`src/hw/apex_pkg.sv`:
```
// Purpose: Shared constants and carrier types for the apex position readout sequencer
// Assumes: 40 MHz system clock, AXI4-Lite register access
// Notes: Times are kept in their own units; cycle counts derive from the clock rate
package apex_pkg;

  localparam int unsigned CLK_HZ = 40_000_000;
  // Conversion cycle rate and sub-terms
  localparam int unsigned CONV_RATE_HZ = 10_000;
  localparam int unsigned CONV_PERIOD_CYC = CLK_HZ / CONV_RATE_HZ;
  localparam int unsigned HOLD_US = 10;
  localparam int unsigned HOLD_CYC = HOLD_US * (CLK_HZ / 1_000_000);
  localparam int unsigned SETTLE_US = 45;
  localparam int unsigned SETTLE_CYC = SETTLE_US * (CLK_HZ / 1_000_000);
  localparam int unsigned SAMPLE_AT_CYC = CONV_PERIOD_CYC - SETTLE_CYC;
  localparam int unsigned LOAD_DELAY_NS = 200;
  localparam int unsigned LOAD_DELAY_CYC = (LOAD_DELAY_NS * (CLK_HZ / 1_000_000) + 999) / 1000;
  // Readout shift clock 5 MHz
  localparam int unsigned SHIFT_HZ = 5_000_000;
  localparam int unsigned SHIFT_DIV = CLK_HZ / SHIFT_HZ;
  localparam int unsigned CLK_DELAY_NS = 50;
  localparam int unsigned CLK_DELAY_CYC = (CLK_DELAY_NS * (CLK_HZ / 1_000_000)) / 1000;
  localparam logic [6:0] BIT_PRESET = 7'd21;
  localparam logic [6:0] BIT_END = 7'd64;
  localparam int unsigned FRAME_BITS = 43;
  localparam int unsigned LOAD_STEP = 4;
  localparam int unsigned SHIFT_STEP = 5;
  // Readout-active indicator one-shot
  localparam int unsigned ONESHOT_US = 100;
  localparam int unsigned ONESHOT_CYC = ONESHOT_US * (CLK_HZ / 1_000_000);
  // Display scan
  localparam int unsigned SCAN_HZ = 10_000;
  localparam int unsigned SCAN_CYC = CLK_HZ / SCAN_HZ;
  localparam logic [3:0] SCAN_LAST = 4'h9;

  localparam int unsigned POS_W = 14;
  localparam int unsigned ADC_W = 10;
  localparam int unsigned MUX_W = 3;
  localparam logic [2:0] VEL_CH_FOCUS = 3'h6;
  localparam logic [2:0] VEL_CH_ROT = 3'h7;

  // Register map (byte addresses)
  localparam logic [7:0] REG_CTRL = 8'h00;
  localparam logic [7:0] REG_STATUS = 8'h04;
  localparam logic [7:0] REG_ADC = 8'h08;
  localparam logic [7:0] REG_POS_FOCUS = 8'h0C;
  localparam logic [7:0] REG_POS_ROT = 8'h10;
  localparam logic [7:0] REG_VEL = 8'h14;
  localparam logic [31:0] CTRL_RESET = 32'h0000_0000;
  localparam logic [1:0] RESP_OKAY = 2'b00;
  localparam logic [1:0] RESP_SLVERR = 2'b10;

  typedef struct packed {
    logic focus_upper_limit;
    logic focus_lower_limit;
    logic rot_cw_limit;
    logic rot_ccw_limit;
    logic ring_retracted_switch;
    logic ring_extended_switch;
    logic [7:0] pin_switch;
  } discretes_t;

  typedef struct packed {
    logic [ADC_W-1:0] adc;
    logic [MUX_W-1:0] mux;
    logic [5:0] disc;
    logic [ADC_W-1:0] vel;
    logic [POS_W-1:0] pos;
  } frame_t;

  typedef struct packed {
    logic clk;
    logic data;
    logic load_n;
    logic enable;
  } serial_t;

endpackage

```
`src/hw/apex_position_readout_sequencer.sv`:
```
// Purpose: Apex readout sequencer: time base, A/D sequencing, two serial readouts, faults, display
// Assumes: Outside signals asynchronous except rst and AXI4-Lite; 40 MHz clk; synchronous active-high reset
// Notes: Serial shift clock is derived from clk; the axis readouts run independently
//
// The register offsets and register access over AXI4-Lite were chosen for this implementation.
`timescale 1ns/1ps
`default_nettype none

module apex_position_readout_sequencer
  import apex_pkg::*;
(
  input wire logic clk,
  input wire logic rst,
  // AXI4-Lite slave
  input wire logic [7:0] s_axi_awaddr,
  input wire logic s_axi_awvalid,
  output logic s_axi_awready,
  input wire logic [31:0] s_axi_wdata,
  input wire logic [3:0] s_axi_wstrb,
  input wire logic s_axi_wvalid,
  output logic s_axi_wready,
  output logic [1:0] s_axi_bresp,
  output logic s_axi_bvalid,
  input wire logic s_axi_bready,
  input wire logic [7:0] s_axi_araddr,
  input wire logic s_axi_arvalid,
  output logic s_axi_arready,
  output logic [31:0] s_axi_rdata,
  output logic [1:0] s_axi_rresp,
  output logic s_axi_rvalid,
  input wire logic s_axi_rready,
  // Converters
  output logic sample_hold_control_ff,
  output logic adc_convert,
  input wire logic conversion_done_n,
  input wire logic [ADC_W-1:0] adc_data,
  output logic [MUX_W-1:0] mux_address_bits,
  input wire logic [POS_W-1:0] focus_angle,
  input wire logic [POS_W-1:0] rot_angle,
  output logic [1:0] angle_inhibit,
  // Controller link, index 0 focus, 1 rotation
  input wire logic [1:0] readout_request,
  output serial_t focus_link,
  output serial_t rot_link,
  // Discretes (active low contacts)
  input wire discretes_t discretes_n,
  output logic apex_fault_alarm,
  output logic [3:0] limit_lines,
  // Indicators and display
  output logic focus_readout_active_led,
  output logic rotation_readout_active_led,
  output logic converter_active_led,
  output logic [2:0] digit_octal,
  output logic [9:0] digit_enable
);

  // Two-stage synchronisers for the request, converter, discrete and angle inputs
  localparam int unsigned SYNC_W = 2 + 1 + $bits(discretes_t) + 2 * POS_W + ADC_W;
  logic [SYNC_W-1:0] raw_in;
  logic [SYNC_W-1:0] meta_r;
  logic [SYNC_W-1:0] sync_r;
  assign raw_in = {readout_request, conversion_done_n, discretes_n, focus_angle, rot_angle, adc_data};

  always_ff @(posedge clk)
  begin
    meta_r <= raw_in;
    sync_r <= meta_r;
  end

  logic [1:0] req_s;
  logic done_n_s;
  discretes_t disc_n_s;
  logic [POS_W-1:0] pos_s [2];
  logic [ADC_W-1:0] adc_s;
  assign {req_s, done_n_s, disc_n_s, pos_s[0], pos_s[1], adc_s} = sync_r;

  // Time base: free 10 kHz cycle, hold term then sample term
  logic [15:0] tb_r;
  logic sample_edge;
  logic hold_end;
  assign hold_end = tb_r == 16'(HOLD_CYC);
  assign sample_edge = tb_r == 16'(SAMPLE_AT_CYC);

  always_ff @(posedge clk)
  begin
    if (rst || tb_r == 16'(CONV_PERIOD_CYC - 1))
      tb_r <= '0;
    else
      tb_r <= tb_r + 16'd1;
  end

  // Sample/hold and conversion start
  logic busy_r;
  logic done_prev_r;
  logic [3:0] ld_dly_r;
  logic load_strobe;
  logic done_fall;
  assign done_fall = done_prev_r && !done_n_s;
  assign load_strobe = ld_dly_r == 4'd1;

  always_ff @(posedge clk)
  begin
    if (rst)
    begin
      sample_hold_control_ff <= 1'b0;
      adc_convert <= 1'b0;
      busy_r <= 1'b0;
      done_prev_r <= 1'b1;
      ld_dly_r <= '0;
    end
    else
    begin
      done_prev_r <= done_n_s;
      if (tb_r == '0)
        sample_hold_control_ff <= 1'b1;
      else if (sample_edge)
        sample_hold_control_ff <= 1'b0;
      adc_convert <= hold_end;
      busy_r <= hold_end || (busy_r && !load_strobe && !sample_edge);
      if (done_fall && busy_r)
        ld_dly_r <= 4'(LOAD_DELAY_CYC + 1);
      else if (ld_dly_r != '0)
        ld_dly_r <= ld_dly_r - 4'd1;
    end
  end

  // Holding register, mux address and velocity registers
  logic [ADC_W-1:0] converter_holding_register;
  logic [MUX_W-1:0] mux_address_counter;
  logic [ADC_W-1:0] vel_r [2];

  always_ff @(posedge clk)
  begin
    if (rst)
    begin
      converter_holding_register <= '0;
      mux_address_counter <= '0;
      vel_r[0] <= '0;
      vel_r[1] <= '0;
    end
    else if (load_strobe)
    begin
      converter_holding_register <= adc_s;
      mux_address_counter <= mux_address_counter + 3'd1;
      if (mux_address_counter == VEL_CH_FOCUS)
        vel_r[0] <= adc_s;
      if (mux_address_counter == VEL_CH_ROT)
        vel_r[1] <= adc_s;
    end
  end

  // Discretes: active low, hysteresis modelled as two-sample agreement
  discretes_t disc_prev_r;
  discretes_t disc_r;
  always_ff @(posedge clk)
  begin
    disc_prev_r <= ~disc_n_s;
    if (rst)
      disc_r <= '0;
    else
      disc_r <= (disc_r & (disc_prev_r | ~disc_n_s)) | (disc_prev_r & ~disc_n_s);
  end

  // Fault detection and direct limit lines
  logic pin_multi;
  assign pin_multi = (disc_r.pin_switch & (disc_r.pin_switch - 8'd1)) != 8'd0;

  always_ff @(posedge clk)
  begin
    if (rst)
    begin
      apex_fault_alarm <= 1'b0;
      limit_lines <= '0;
    end
    else
    begin
      apex_fault_alarm <= (disc_r.focus_upper_limit && disc_r.focus_lower_limit) || pin_multi;
      limit_lines <= {disc_r.focus_upper_limit, disc_r.focus_lower_limit,
                      disc_r.rot_cw_limit, disc_r.rot_ccw_limit};
    end
  end

  // Shared 5 MHz shift-clock phase
  logic [2:0] div_r;
  logic tick;
  assign tick = div_r == 3'(SHIFT_DIV - 1);
  always_ff @(posedge clk)
  begin
    if (rst || tick)
      div_r <= '0;
    else
      div_r <= div_r + 3'd1;
  end

  // Per-axis readout sections, independent of each other
  logic [POS_W-1:0] pos_hold [2];
  logic [1:0] active_v;
  logic [1:0] ser_data;
  logic [1:0] ser_clk;
  logic [1:0] ser_load_n;
  logic [5:0] monitor_disc;
  assign monitor_disc = {disc_r.focus_upper_limit, disc_r.focus_lower_limit,
                         disc_r.rot_cw_limit, disc_r.rot_ccw_limit,
                         disc_r.ring_retracted_switch, disc_r.ring_extended_switch};

  for (genvar ax = 0; ax < 2; ax++)
  begin : g_axis
    logic pend_r;
    logic readout_control_ff;
    logic [5:0] load_timing_shift_chain;
    logic [6:0] unload_bit_counter;
    logic [FRAME_BITS-1:0] unload_r;
    logic req_prev_r;
    logic shifting;
    logic gate_clk;
    logic [CLK_DELAY_CYC:0] clock_delay_chain;
    logic [15:0] os_r;
    logic [POS_W-1:0] pos_mon;
    frame_t fr;
    logic readout_gating_logic;

    assign pos_mon = {~pos_s[ax][POS_W-1], pos_s[ax][POS_W-2:0]};
    assign fr = '{adc: converter_holding_register, mux: mux_address_counter,
                  disc: monitor_disc, vel: vel_r[ax], pos: pos_mon};
    assign shifting = load_timing_shift_chain[SHIFT_STEP-1];
    assign readout_gating_logic = pend_r && !busy_r && !hold_end;
    assign gate_clk = readout_control_ff && shifting && div_r < 3'(SHIFT_DIV / 2);

    always_ff @(posedge clk)
    begin
      if (rst)
      begin
        req_prev_r <= 1'b0;
        pend_r <= 1'b0;
        readout_control_ff <= 1'b0;
        load_timing_shift_chain <= '0;
        unload_bit_counter <= BIT_PRESET;
        unload_r <= '0;
        clock_delay_chain <= '0;
        ser_load_n[ax] <= 1'b1;
        os_r <= '0;
        pos_hold[ax] <= '0;
      end
      else
      begin
        req_prev_r <= req_s[ax];
        clock_delay_chain <= {clock_delay_chain[CLK_DELAY_CYC-1:0], gate_clk};
        if (req_s[ax] && !req_prev_r && !pend_r && !readout_control_ff)
          pend_r <= 1'b1;
        if (readout_gating_logic && tick)
        begin
          pend_r <= 1'b0;
          readout_control_ff <= 1'b1;
          unload_bit_counter <= BIT_PRESET;
        end
        ser_load_n[ax] <= 1'b1;
        if (readout_control_ff && tick)
        begin
          load_timing_shift_chain <= {load_timing_shift_chain[4:0], 1'b1};
          if (load_timing_shift_chain[LOAD_STEP-2] && !load_timing_shift_chain[LOAD_STEP-1])
          begin
            unload_r <= fr;
            pos_hold[ax] <= pos_s[ax];
            ser_load_n[ax] <= 1'b0;
          end
          if (shifting)
          begin
            unload_r <= {unload_r[FRAME_BITS-2:0], 1'b0};
            unload_bit_counter <= unload_bit_counter + 7'd1;
            if (unload_bit_counter == BIT_END - 7'd1)
            begin
              readout_control_ff <= 1'b0;
              load_timing_shift_chain <= '0;
            end
          end
        end
        if (readout_control_ff)
          os_r <= 16'(ONESHOT_CYC);
        else if (os_r != '0)
          os_r <= os_r - 16'd1;
      end
    end

    assign active_v[ax] = readout_control_ff;
    assign ser_clk[ax] = clock_delay_chain[CLK_DELAY_CYC];
    assign ser_data[ax] = unload_r[FRAME_BITS-1];
    logic led_w;
    assign led_w = os_r != '0;
    if (ax == 0)
    begin : g_f
      always_ff @(posedge clk)
        focus_readout_active_led <= !rst && led_w;
    end
    else
    begin : g_r
      always_ff @(posedge clk)
        rotation_readout_active_led <= !rst && led_w;
    end
  end

  // Link outputs and converter inhibits, all registered
  always_ff @(posedge clk)
  begin
    if (rst)
    begin
      focus_link <= '{clk: 1'b0, data: 1'b0, load_n: 1'b1, enable: 1'b0};
      rot_link <= '{clk: 1'b0, data: 1'b0, load_n: 1'b1, enable: 1'b0};
      angle_inhibit <= '0;
      converter_active_led <= 1'b0;
      mux_address_bits <= '0;
    end
    else
    begin
      focus_link <= '{clk: ser_clk[0], data: ser_data[0], load_n: ser_load_n[0],
                      enable: active_v[0]};
      rot_link <= '{clk: ser_clk[1], data: ser_data[1], load_n: ser_load_n[1],
                    enable: active_v[1]};
      angle_inhibit <= active_v;
      converter_active_led <= busy_r;
      mux_address_bits <= mux_address_counter;
    end
  end

  // Display scan: 10 kHz, ten octal digits from both positions
  logic [15:0] scan_div_r;
  logic [3:0] scan_r;
  logic [27:0] disp_word;
  logic [4:0] dsh;
  assign disp_word = {pos_hold[1], pos_hold[0]};
  assign dsh = 5'(scan_r) * 5'd3;

  always_ff @(posedge clk)
  begin
    if (rst)
    begin
      scan_div_r <= '0;
      scan_r <= '0;
      digit_octal <= '0;
      digit_enable <= '0;
    end
    else
    begin
      scan_div_r <= (scan_div_r == 16'(SCAN_CYC - 1)) ? 16'd0 : scan_div_r + 16'd1;
      if (scan_div_r == 16'(SCAN_CYC - 1))
        scan_r <= (scan_r == SCAN_LAST) ? 4'd0 : scan_r + 4'd1;
      digit_octal <= 3'(disp_word >> dsh);
      digit_enable <= 10'(10'd1 << scan_r);
    end
  end

  // AXI4-Lite slave: one write and one read at a time
  logic [31:0] ctrl_r;
  logic aw_hold_r;
  logic w_hold_r;
  logic [7:0] awaddr_r;
  logic [7:0] wdata_r;
  logic wen_r;
  logic [31:0] rd_mux;
  logic [31:0] status_word;
  logic rd_ok;
  // Read selection; unmapped offsets read as zero
  assign rd_ok = s_axi_araddr <= REG_VEL && s_axi_araddr[1:0] == 2'b00;
  assign status_word = 32'({apex_fault_alarm, busy_r, active_v, mux_address_counter});
  assign rd_mux = (s_axi_araddr == REG_CTRL) ? ctrl_r
                : (s_axi_araddr == REG_STATUS) ? status_word
                : (s_axi_araddr == REG_ADC) ? 32'(converter_holding_register)
                : (s_axi_araddr == REG_POS_FOCUS) ? 32'(pos_hold[0])
                : (s_axi_araddr == REG_POS_ROT) ? 32'(pos_hold[1])
                : (s_axi_araddr == REG_VEL) ? {6'd0, vel_r[1], 6'd0, vel_r[0]}
                : 32'h0000_0000;

  always_ff @(posedge clk)
  begin
    if (rst)
    begin
      s_axi_awready <= 1'b0;
      s_axi_wready <= 1'b0;
      s_axi_bvalid <= 1'b0;
      s_axi_bresp <= RESP_OKAY;
      s_axi_arready <= 1'b0;
      s_axi_rvalid <= 1'b0;
      s_axi_rdata <= '0;
      s_axi_rresp <= RESP_OKAY;
      aw_hold_r <= 1'b0;
      w_hold_r <= 1'b0;
      awaddr_r <= '0;
      wdata_r <= '0;
      wen_r <= 1'b0;
      ctrl_r <= CTRL_RESET;
    end
    else
    begin
      s_axi_awready <= !aw_hold_r && !s_axi_awready && s_axi_awvalid && !s_axi_bvalid;
      s_axi_wready <= !w_hold_r && !s_axi_wready && s_axi_wvalid && !s_axi_bvalid;
      if (s_axi_awvalid && s_axi_awready)
      begin
        aw_hold_r <= 1'b1;
        awaddr_r <= s_axi_awaddr;
      end
      if (s_axi_wvalid && s_axi_wready)
      begin
        w_hold_r <= 1'b1;
        wdata_r <= s_axi_wdata[7:0]; // Data only valid at its own handshake
        wen_r <= s_axi_wstrb[0];
      end
      if (aw_hold_r && w_hold_r && !s_axi_bvalid)
      begin
        s_axi_bvalid <= 1'b1;
        aw_hold_r <= 1'b0;
        w_hold_r <= 1'b0;
        s_axi_bresp <= (awaddr_r == REG_CTRL) ? RESP_OKAY : RESP_SLVERR;
        if (awaddr_r == REG_CTRL && wen_r)
          ctrl_r <= {24'd0, wdata_r};
      end
      else if (s_axi_bvalid && s_axi_bready)
        s_axi_bvalid <= 1'b0;
      s_axi_arready <= !s_axi_arready && s_axi_arvalid && !s_axi_rvalid;
      if (s_axi_arvalid && s_axi_arready)
      begin
        s_axi_rvalid <= 1'b1;
        s_axi_rdata <= rd_mux;
        s_axi_rresp <= rd_ok ? RESP_OKAY : RESP_SLVERR;
      end
      else if (s_axi_rvalid && s_axi_rready)
        s_axi_rvalid <= 1'b0;
    end
  end

endmodule // apex_position_readout_sequencer
`default_nettype wire

```
`config.mk`:
```
export PLATFORM = sky130hd
export DESIGN_NAME = apex_position_readout_sequencer
export DESIGN_NICKNAME = d
export VERILOG_FILES = /design/src/hw/apex_pkg.sv /design/src/hw/apex_position_readout_sequencer.sv
export SDC_FILE = /design/constraint.sdc
export NUM_CORES = 1
export LEC_CHECK = 0
export ABC_AREA = 1
export BUFFER_PORTS_ARGS = -buffer_cell sky130_fd_sc_hd__buf_2
export CORE_MARGIN = 2
export CORE_UTILIZATION = 32
export DETAILED_ROUTE_END_ITERATION = 10
export GPL_TIMING_DRIVEN = 0
export SLEW_MARGIN = 20
export SYNTH_ARGS = -nofsm -noshare
export SYNTH_HDL_FRONTEND = slang
export SYNTH_SLANG_ARGS = --single-unit
```
`constraint.sdc`:
```
create_clock -name clk -period 2.5 [get_ports clk]
set_input_delay 0.125 -clock clk [delete_from_list [all_inputs] [get_ports clk]]
set_output_delay 0.125 -clock clk [all_outputs]
set_load 0.1 [all_outputs]
```
; Word level (Yosys, flattened, before mapping)
; Memories as Yosys holds them, arrays and structs flattened.
; Index checks and enable logic that the tools add are counted.
[word_totals]
word_cells = 291
input_bits = 114
n_memories = 2
reg_bits = 456
ram_bits = 48
[classes]
n_reduce_logical = 97
n_bitwise = 14
n_shift = 2
mul = 1
n_mux = 67
n_eq_ne = 16
addsub = 11
magnitude_cmp = 2
[memory_table]
columns = memory, words, word_bits, rd, rd_ports_with_merged_regs, write_ports, line_no
row1 = pos_hold, 2, 14, 2, 0, 2, apex_position_readout_sequencer.sv:196  ; logic [POS_W-1:0] pos_hold [2];
row2 = vel_r, 2, 10, 2, 0, 2, apex_position_readout_sequencer.sv:130  ; logic [ADC_W-1:0] vel_r [2];
[op_table]
columns = operator, count
row1 = $mux W43, 4
row2 = $mux W26, 6
row3 = $eq A16 B12 Y1 const B, 3
row4 = $mux W12, 4
row5 = $logic_and A1 B1 Y1, 44
row6 = $mux W7, 6
row7 = $mux W1, 34
row8 = $add A16 B1 Y16 const B, 2
row9 = $reduce_bool A16 Y1, 2
row10 = $sub A16 B1 Y16 const B, 2
row11 = $and A14 B14 Y14, 2
row12 = $mux W14, 2
row13 = $or A14 B14 Y14, 2
row14 = $shr A28 B5 Y3, 1
row15 = $logic_not A1 Y1, 21
row16 = $mux W10, 2
row17 = $mux W5, 4
row18 = $reduce_or A2 Y1, 9
row19 = $eq A16 B9 Y1 const B, 1
row20 = $eq A8 B4 Y1 const B, 2
row21 = $eq A8 B5 Y1 const B, 2
row22 = $logic_not A16 Y1, 1
row23 = $logic_not A8 Y1, 2
row24 = $reduce_bool A2 Y1, 8
row25 = other kinds (25), 44

; Logic depth before layout (Yosys ltp)
[depth]
depth_word = 8
mapped_depth = 14

; Least setup slack after synthesis
; Ideal clock, no wire load.
[synth_timing]
path_type = register to register
from = register scan_r[0]
to = register digit_octal[1]
stages_incl_launch_ff = 14
t_arrival_ps = 2026
required_ps = 2389
slack_ps = 363
setup_time_ps = 111
path_cell_list = dfxtp_1 > buf_2 > clkinv_1 > buf_2 > ha_1 > clkbuf_1 > nor2_1 > inv_1 > a21oi_1 > o21ai_0 > nand3_1 > nor2_1 > nor2_1 > nor2_1
[synth_between]
elab_chain_cells = 2
[synth_rtl]
columns = item, line_no
row1 = from (decl), apex_position_readout_sequencer.sv:326  ; logic [3:0] scan_r;
row2 = from (signal assigned), apex_position_readout_sequencer.sv:345  ; scan_r <= (scan_r == SCAN_LAST) ? 4'd0 : scan_r + 4'd1;
row3 = $mul A4 B2 Y5, apex_position_readout_sequencer.sv:330  ; assign dsh = 5'(scan_r) * 5'd3;
row4 = $shr A28 B5 Y3, apex_position_readout_sequencer.sv:346  ; digit_octal <= 3'(disp_word >> dsh);
row5 = to (signal assigned), apex_position_readout_sequencer.sv:346
row6 = to (decl), apex_position_readout_sequencer.sv:53  ; output logic [2:0] digit_octal,
; No other way between the ends.
; A chain may end at the register's enable or synchronous reset.

; Worst setup path after layout
[layout_timing]
from = input s_axi_araddr[5]
to = register s_axi_rresp[1]
[layout_between]
elab_chain_cells = 3
[layout_rtl]
columns = item, line_no
row1 = from (decl), apex_position_readout_sequencer.sv:25  ; input wire logic [7:0] s_axi_araddr,
row2 = $le A8 B5 Y1, apex_position_readout_sequencer.sv:362  ; assign rd_ok = s_axi_araddr <= REG_VEL && s_axi_araddr[1:0] == 2'b00;
row3 = $logic_and A1 B1 Y1, apex_position_readout_sequencer.sv:362
row4 = $mux W2, apex_position_readout_sequencer.sv:422  ; s_axi_rresp <= rd_ok ? RESP_OKAY : RESP_SLVERR;
row5 = to (signal assigned), apex_position_readout_sequencer.sv:422
row6 = to (decl), apex_position_readout_sequencer.sv:29  ; output logic [1:0] s_axi_rresp,
; No other way between the ends.

==> metrics.md <==
| Metric | Value |
|---|---|
| Outcome | completed |
| Footprint of the multi-input gates | 7099 µm² |
| Setup-failing EPs final | 0 |
| Antenna-violating nets left | 0 |
| Setup TNS | 0 ps |
| Final WL | 53760 µm |
| CP max FO | 10 |
| Final worst slack | 118.6 ps |
| Grt ovf | 0 |
| Ports | 191 |
| Vias per cell | 4.799 |
| Worst hold path class | in -> reg |
| Overall routing resource usage | 17.34% |
| Worst skew pair latency | 630 ps |
| First-pass GRT wire length | 82930 µm |
| Post-synth EDFFs | 48 |
| Dpl ws | -472.5 ps |
| DRT iter0 DRCs | 1372 |
| Crit-path max cell delay | 600 ps |
| DRC | 0 |
| RSZ-0062 raised after global routing | no |
| P per Cell Area | 873.1 nW/µm² |
| CTS tree | built |
| Maxcap violations | 0 |
| I/O Buffers | 152 |
| Crit end category | register |
| Reg area | 10330 µm² |
| Netlist cell types | 54 |
| Worst Path Arrival | 2900 ps |
| Static leakage | 9.844 nW |
| VDD IR max | 542.2 µV |
| Placer Congestion | 0.9138 |
| CORE AREA | 58690 µm² |
| Hpwl dp | 39320 µm |
| Die height | 246.8 µm |
| Worst Tran Pin Value | 1040 ps |
| Ant diodes | 0 |
| Kind of critical path | in -> reg |
| Critical Path RT | 3010 ps |
| Number of global-route vias before repair | 15312 |
| Avg Inst Size Synth | 8.156 µm² |
| Fmax | 0.4199 GHz |
| Fraction of layout cells with a size suffix above 1 | 13.53% |
| DIE AREA | 60910 µm² |
| Synth Instances | 2313 |
| Clk buf depth | 3 |
| Power, Total | 0.02042 W |
| Post-synthesis sequential area ratio | 54.76% |
| Clock Skews | 27.67 ps |
| Crit path top cell by count | dlygate4sd3_1 |
| Die width | 246.8 µm |
| CP Cell Sequence | dlygate4sd3_1 -> buf_2 -> inv_1 -> nand2_1 -> nor2_1 -> buf_2 -> buf_4 -> a21oi_1 -> o31ai_1 -> dlygate4sd3_1 -> a31oi_1 -> dlygate4sd3_1 |
| Syn. warnings | 0 |
| TritonCTS Buffers | 54 |
| Fin nets | 2746 |
| CTS sink cnt | 492 |
| Seq cells post-synth | 492 |
| Design Area, Final | 23390 µm² |
| Max-slew violations | 0 |
| Largest net degree at the start of global routing | 16 |
| Clock transition at the registers of the reported paths | 60 ps |
| Period minus WS final | 2381 ps |
| CP max-delay cell | dlygate4sd3_1 |
| Top_reg_cell synth | dfxtp_1 |
| Hold Vio Cnt, Final | 0 |
| Final core occ | 39.85% |
| Asr flop ratio synth | 0% |
| DR vias | 16441 |
| Max-slew headroom at the worst pin | 30.66% |
| Syn Std Cell Area | 18860 µm² |
| Total of fill cells in the finished design | 5860 |
| Std-Cell Rows | 89 |
| Clock root cell | clkbuf_16 |
| Dpl cell area | 20630 µm² |
| Initial antenna violation count | 2 |
| Initial Util | 32.15% |
| CTS H-tree depth | 2 |
| Tcrit/Tclk final | 95.25% |
| Drt first pass iters | 5 |
| Syn-to-layout area delta | 23.98% |
| Routed WL per cell | 15.69 µm |
| Startpoint Class | primary input |
## what timing repair did
action,in CTS,in global routing
hold endpoints to repair,78,0
setup buffers,0,0
gates resized for setup,8,6
hold buffers,80,0
endpoints found under the setup margin,3,3
## cells in the mapped netlist, drive strengths merged (5+ instances only)
library cell | count | area (µm²)
nand2 | 482 | 1834
dfxtp | 444 | 8889
nor2 | 275 | 1067
inv | 245 | 919.6
o21ai | 182 | 910.9
a21oi | 160 | 800.8
nand3 | 111 | 560.5
a31oi | 87 | 544.3
buf | 58 | 366.6
clkbuf | 50 | 187.7
edfxtp | 48 | 1441
nor3 | 29 | 182.7
nand4 | 27 | 168.9
ha | 22 | 275.3
o211ai | 14 | 105.1
or2 | 11 | 68.82
xor2 | 11 | 96.34
nor4 | 10 | 77.57
xnor2 | 7 | 68.82
clkinv | 6 | 23.77
a211oi | 5 | 37.54
nand3b | 5 | 37.54
## worst paths after layout
| path | startpoint | to | slack [ps] | depth (start not counted) |
|---|---|---|---|---|
| setup / recovery | s_axi_araddr[5] | s_axi_rresp[1] | 120 | 12 |
| hold / removal | rst | adc_convert | 70 | 2 |
| setup reg to reg | scan_r[1] | digit_octal[0] | 170 | 10 |
| hold reg to reg | meta_r[0] | sync_r[0] | 320 | 0 |
## where the power goes
group | switching (W) | internal (W) | total [W] | leakage (nW)
combinational | 0.00193 | 0.00102 | 0.00295 | 4.76
clock | 0.00338 | 0.00516 | 0.00854 | 0.941
sequential | 0.000454 | 0.00848 | 0.00893 | 4.14
total | 0.00577 | 0.0147 | 0.0204 | 9.84
## layer usage
metal	wire length (µm)	global-route usage [%]	vias up
met3	3621	3.332	117
met2	23920	27.57	539
met5	13	0	-
met4	1973	6.751	2
met1	24230	23.21	7623
li1	-	-	8160
## sequential cells by signal, indices dropped and copies added, names as in the netlist, 10 cells and up
register	cells
disc_r	14
s_axi_rdata	24
g_axis.unload_r	86
meta_r	55
converter_holding_register	10
digit_enable	10
pos_hold	28
scan_div_r	16
tb_r	16
g_axis.os_r	32
disc_prev_r	14
sync_r	55
g_axis.load_timing_shift_chain	10
vel_r	20
g_axis.unload_bit_counter	14
## cell usage in the layout, fill, tap and decap left out, drive strengths merged, types with 3 or more instances in the layout
master,count
edfxtp,48
nor4,10
a211oi,5
o211ai,14
nor3b,3
nand3,111
clkinvlp,3
a21oi,160
o22ai,3
dfxtp,444
clkbuf,116
dlygate4sd3,80
nand4,27
nor2,275
conb,10
xnor2,7
or2,11
o21ai,182
nor3,29
ha,22
xor2,11
bufinv,10
inv,249
clkinv,23
nand2,482
a31oi,87
nand3b,5
buf,209
## area by class of cell
type                    instances  area share (%)
plain buffers                 107           2.375
clock buffers                  66           6.142
clock inverters                34           2.092
inverters                     251           4.045
multi-input cells            1471           30.36
flip-flops and latches        492           44.18
well taps                     773           4.135
repair buffers                232           6.677
## per-stage QoR
| stage | std cells | hold WS (ps) |
|---|---|---|
| finish | 3426 | 68.02 |
| global route | 3426 | 107.9 |
| CTS | 3426 | 72.00 |
| detailed placement | 3247 | 228.6 |
| global placement | 3247 | 227.0 |
| floorplan | 2322 | 152.7 |
## worst max-delay path, delay by kind of cell
| kind | cells | cell delay (ps) |
|---|---|---|
| AND/OR/NAND/NOR | 2 | 190 |
| buffers and inverters | 7 | 2360 |
| AO/OA/AOI/OAI | 3 | 240 |
## cells by family after synthesis
group	count (synthesis)	share of synthesized area, %
and+or+nand+nor	954	21.34
DFF	492	54.76
AOI/OAI and AO/OA	464	13.39
buffers and inverters	359	7.939
adders and majority gates	24	1.618
xor gates and xnor gates	18	0.8755
other	1	0.01988
muxes	1	0.05306
Note: power is estimated with default switching activity, not from simulation.
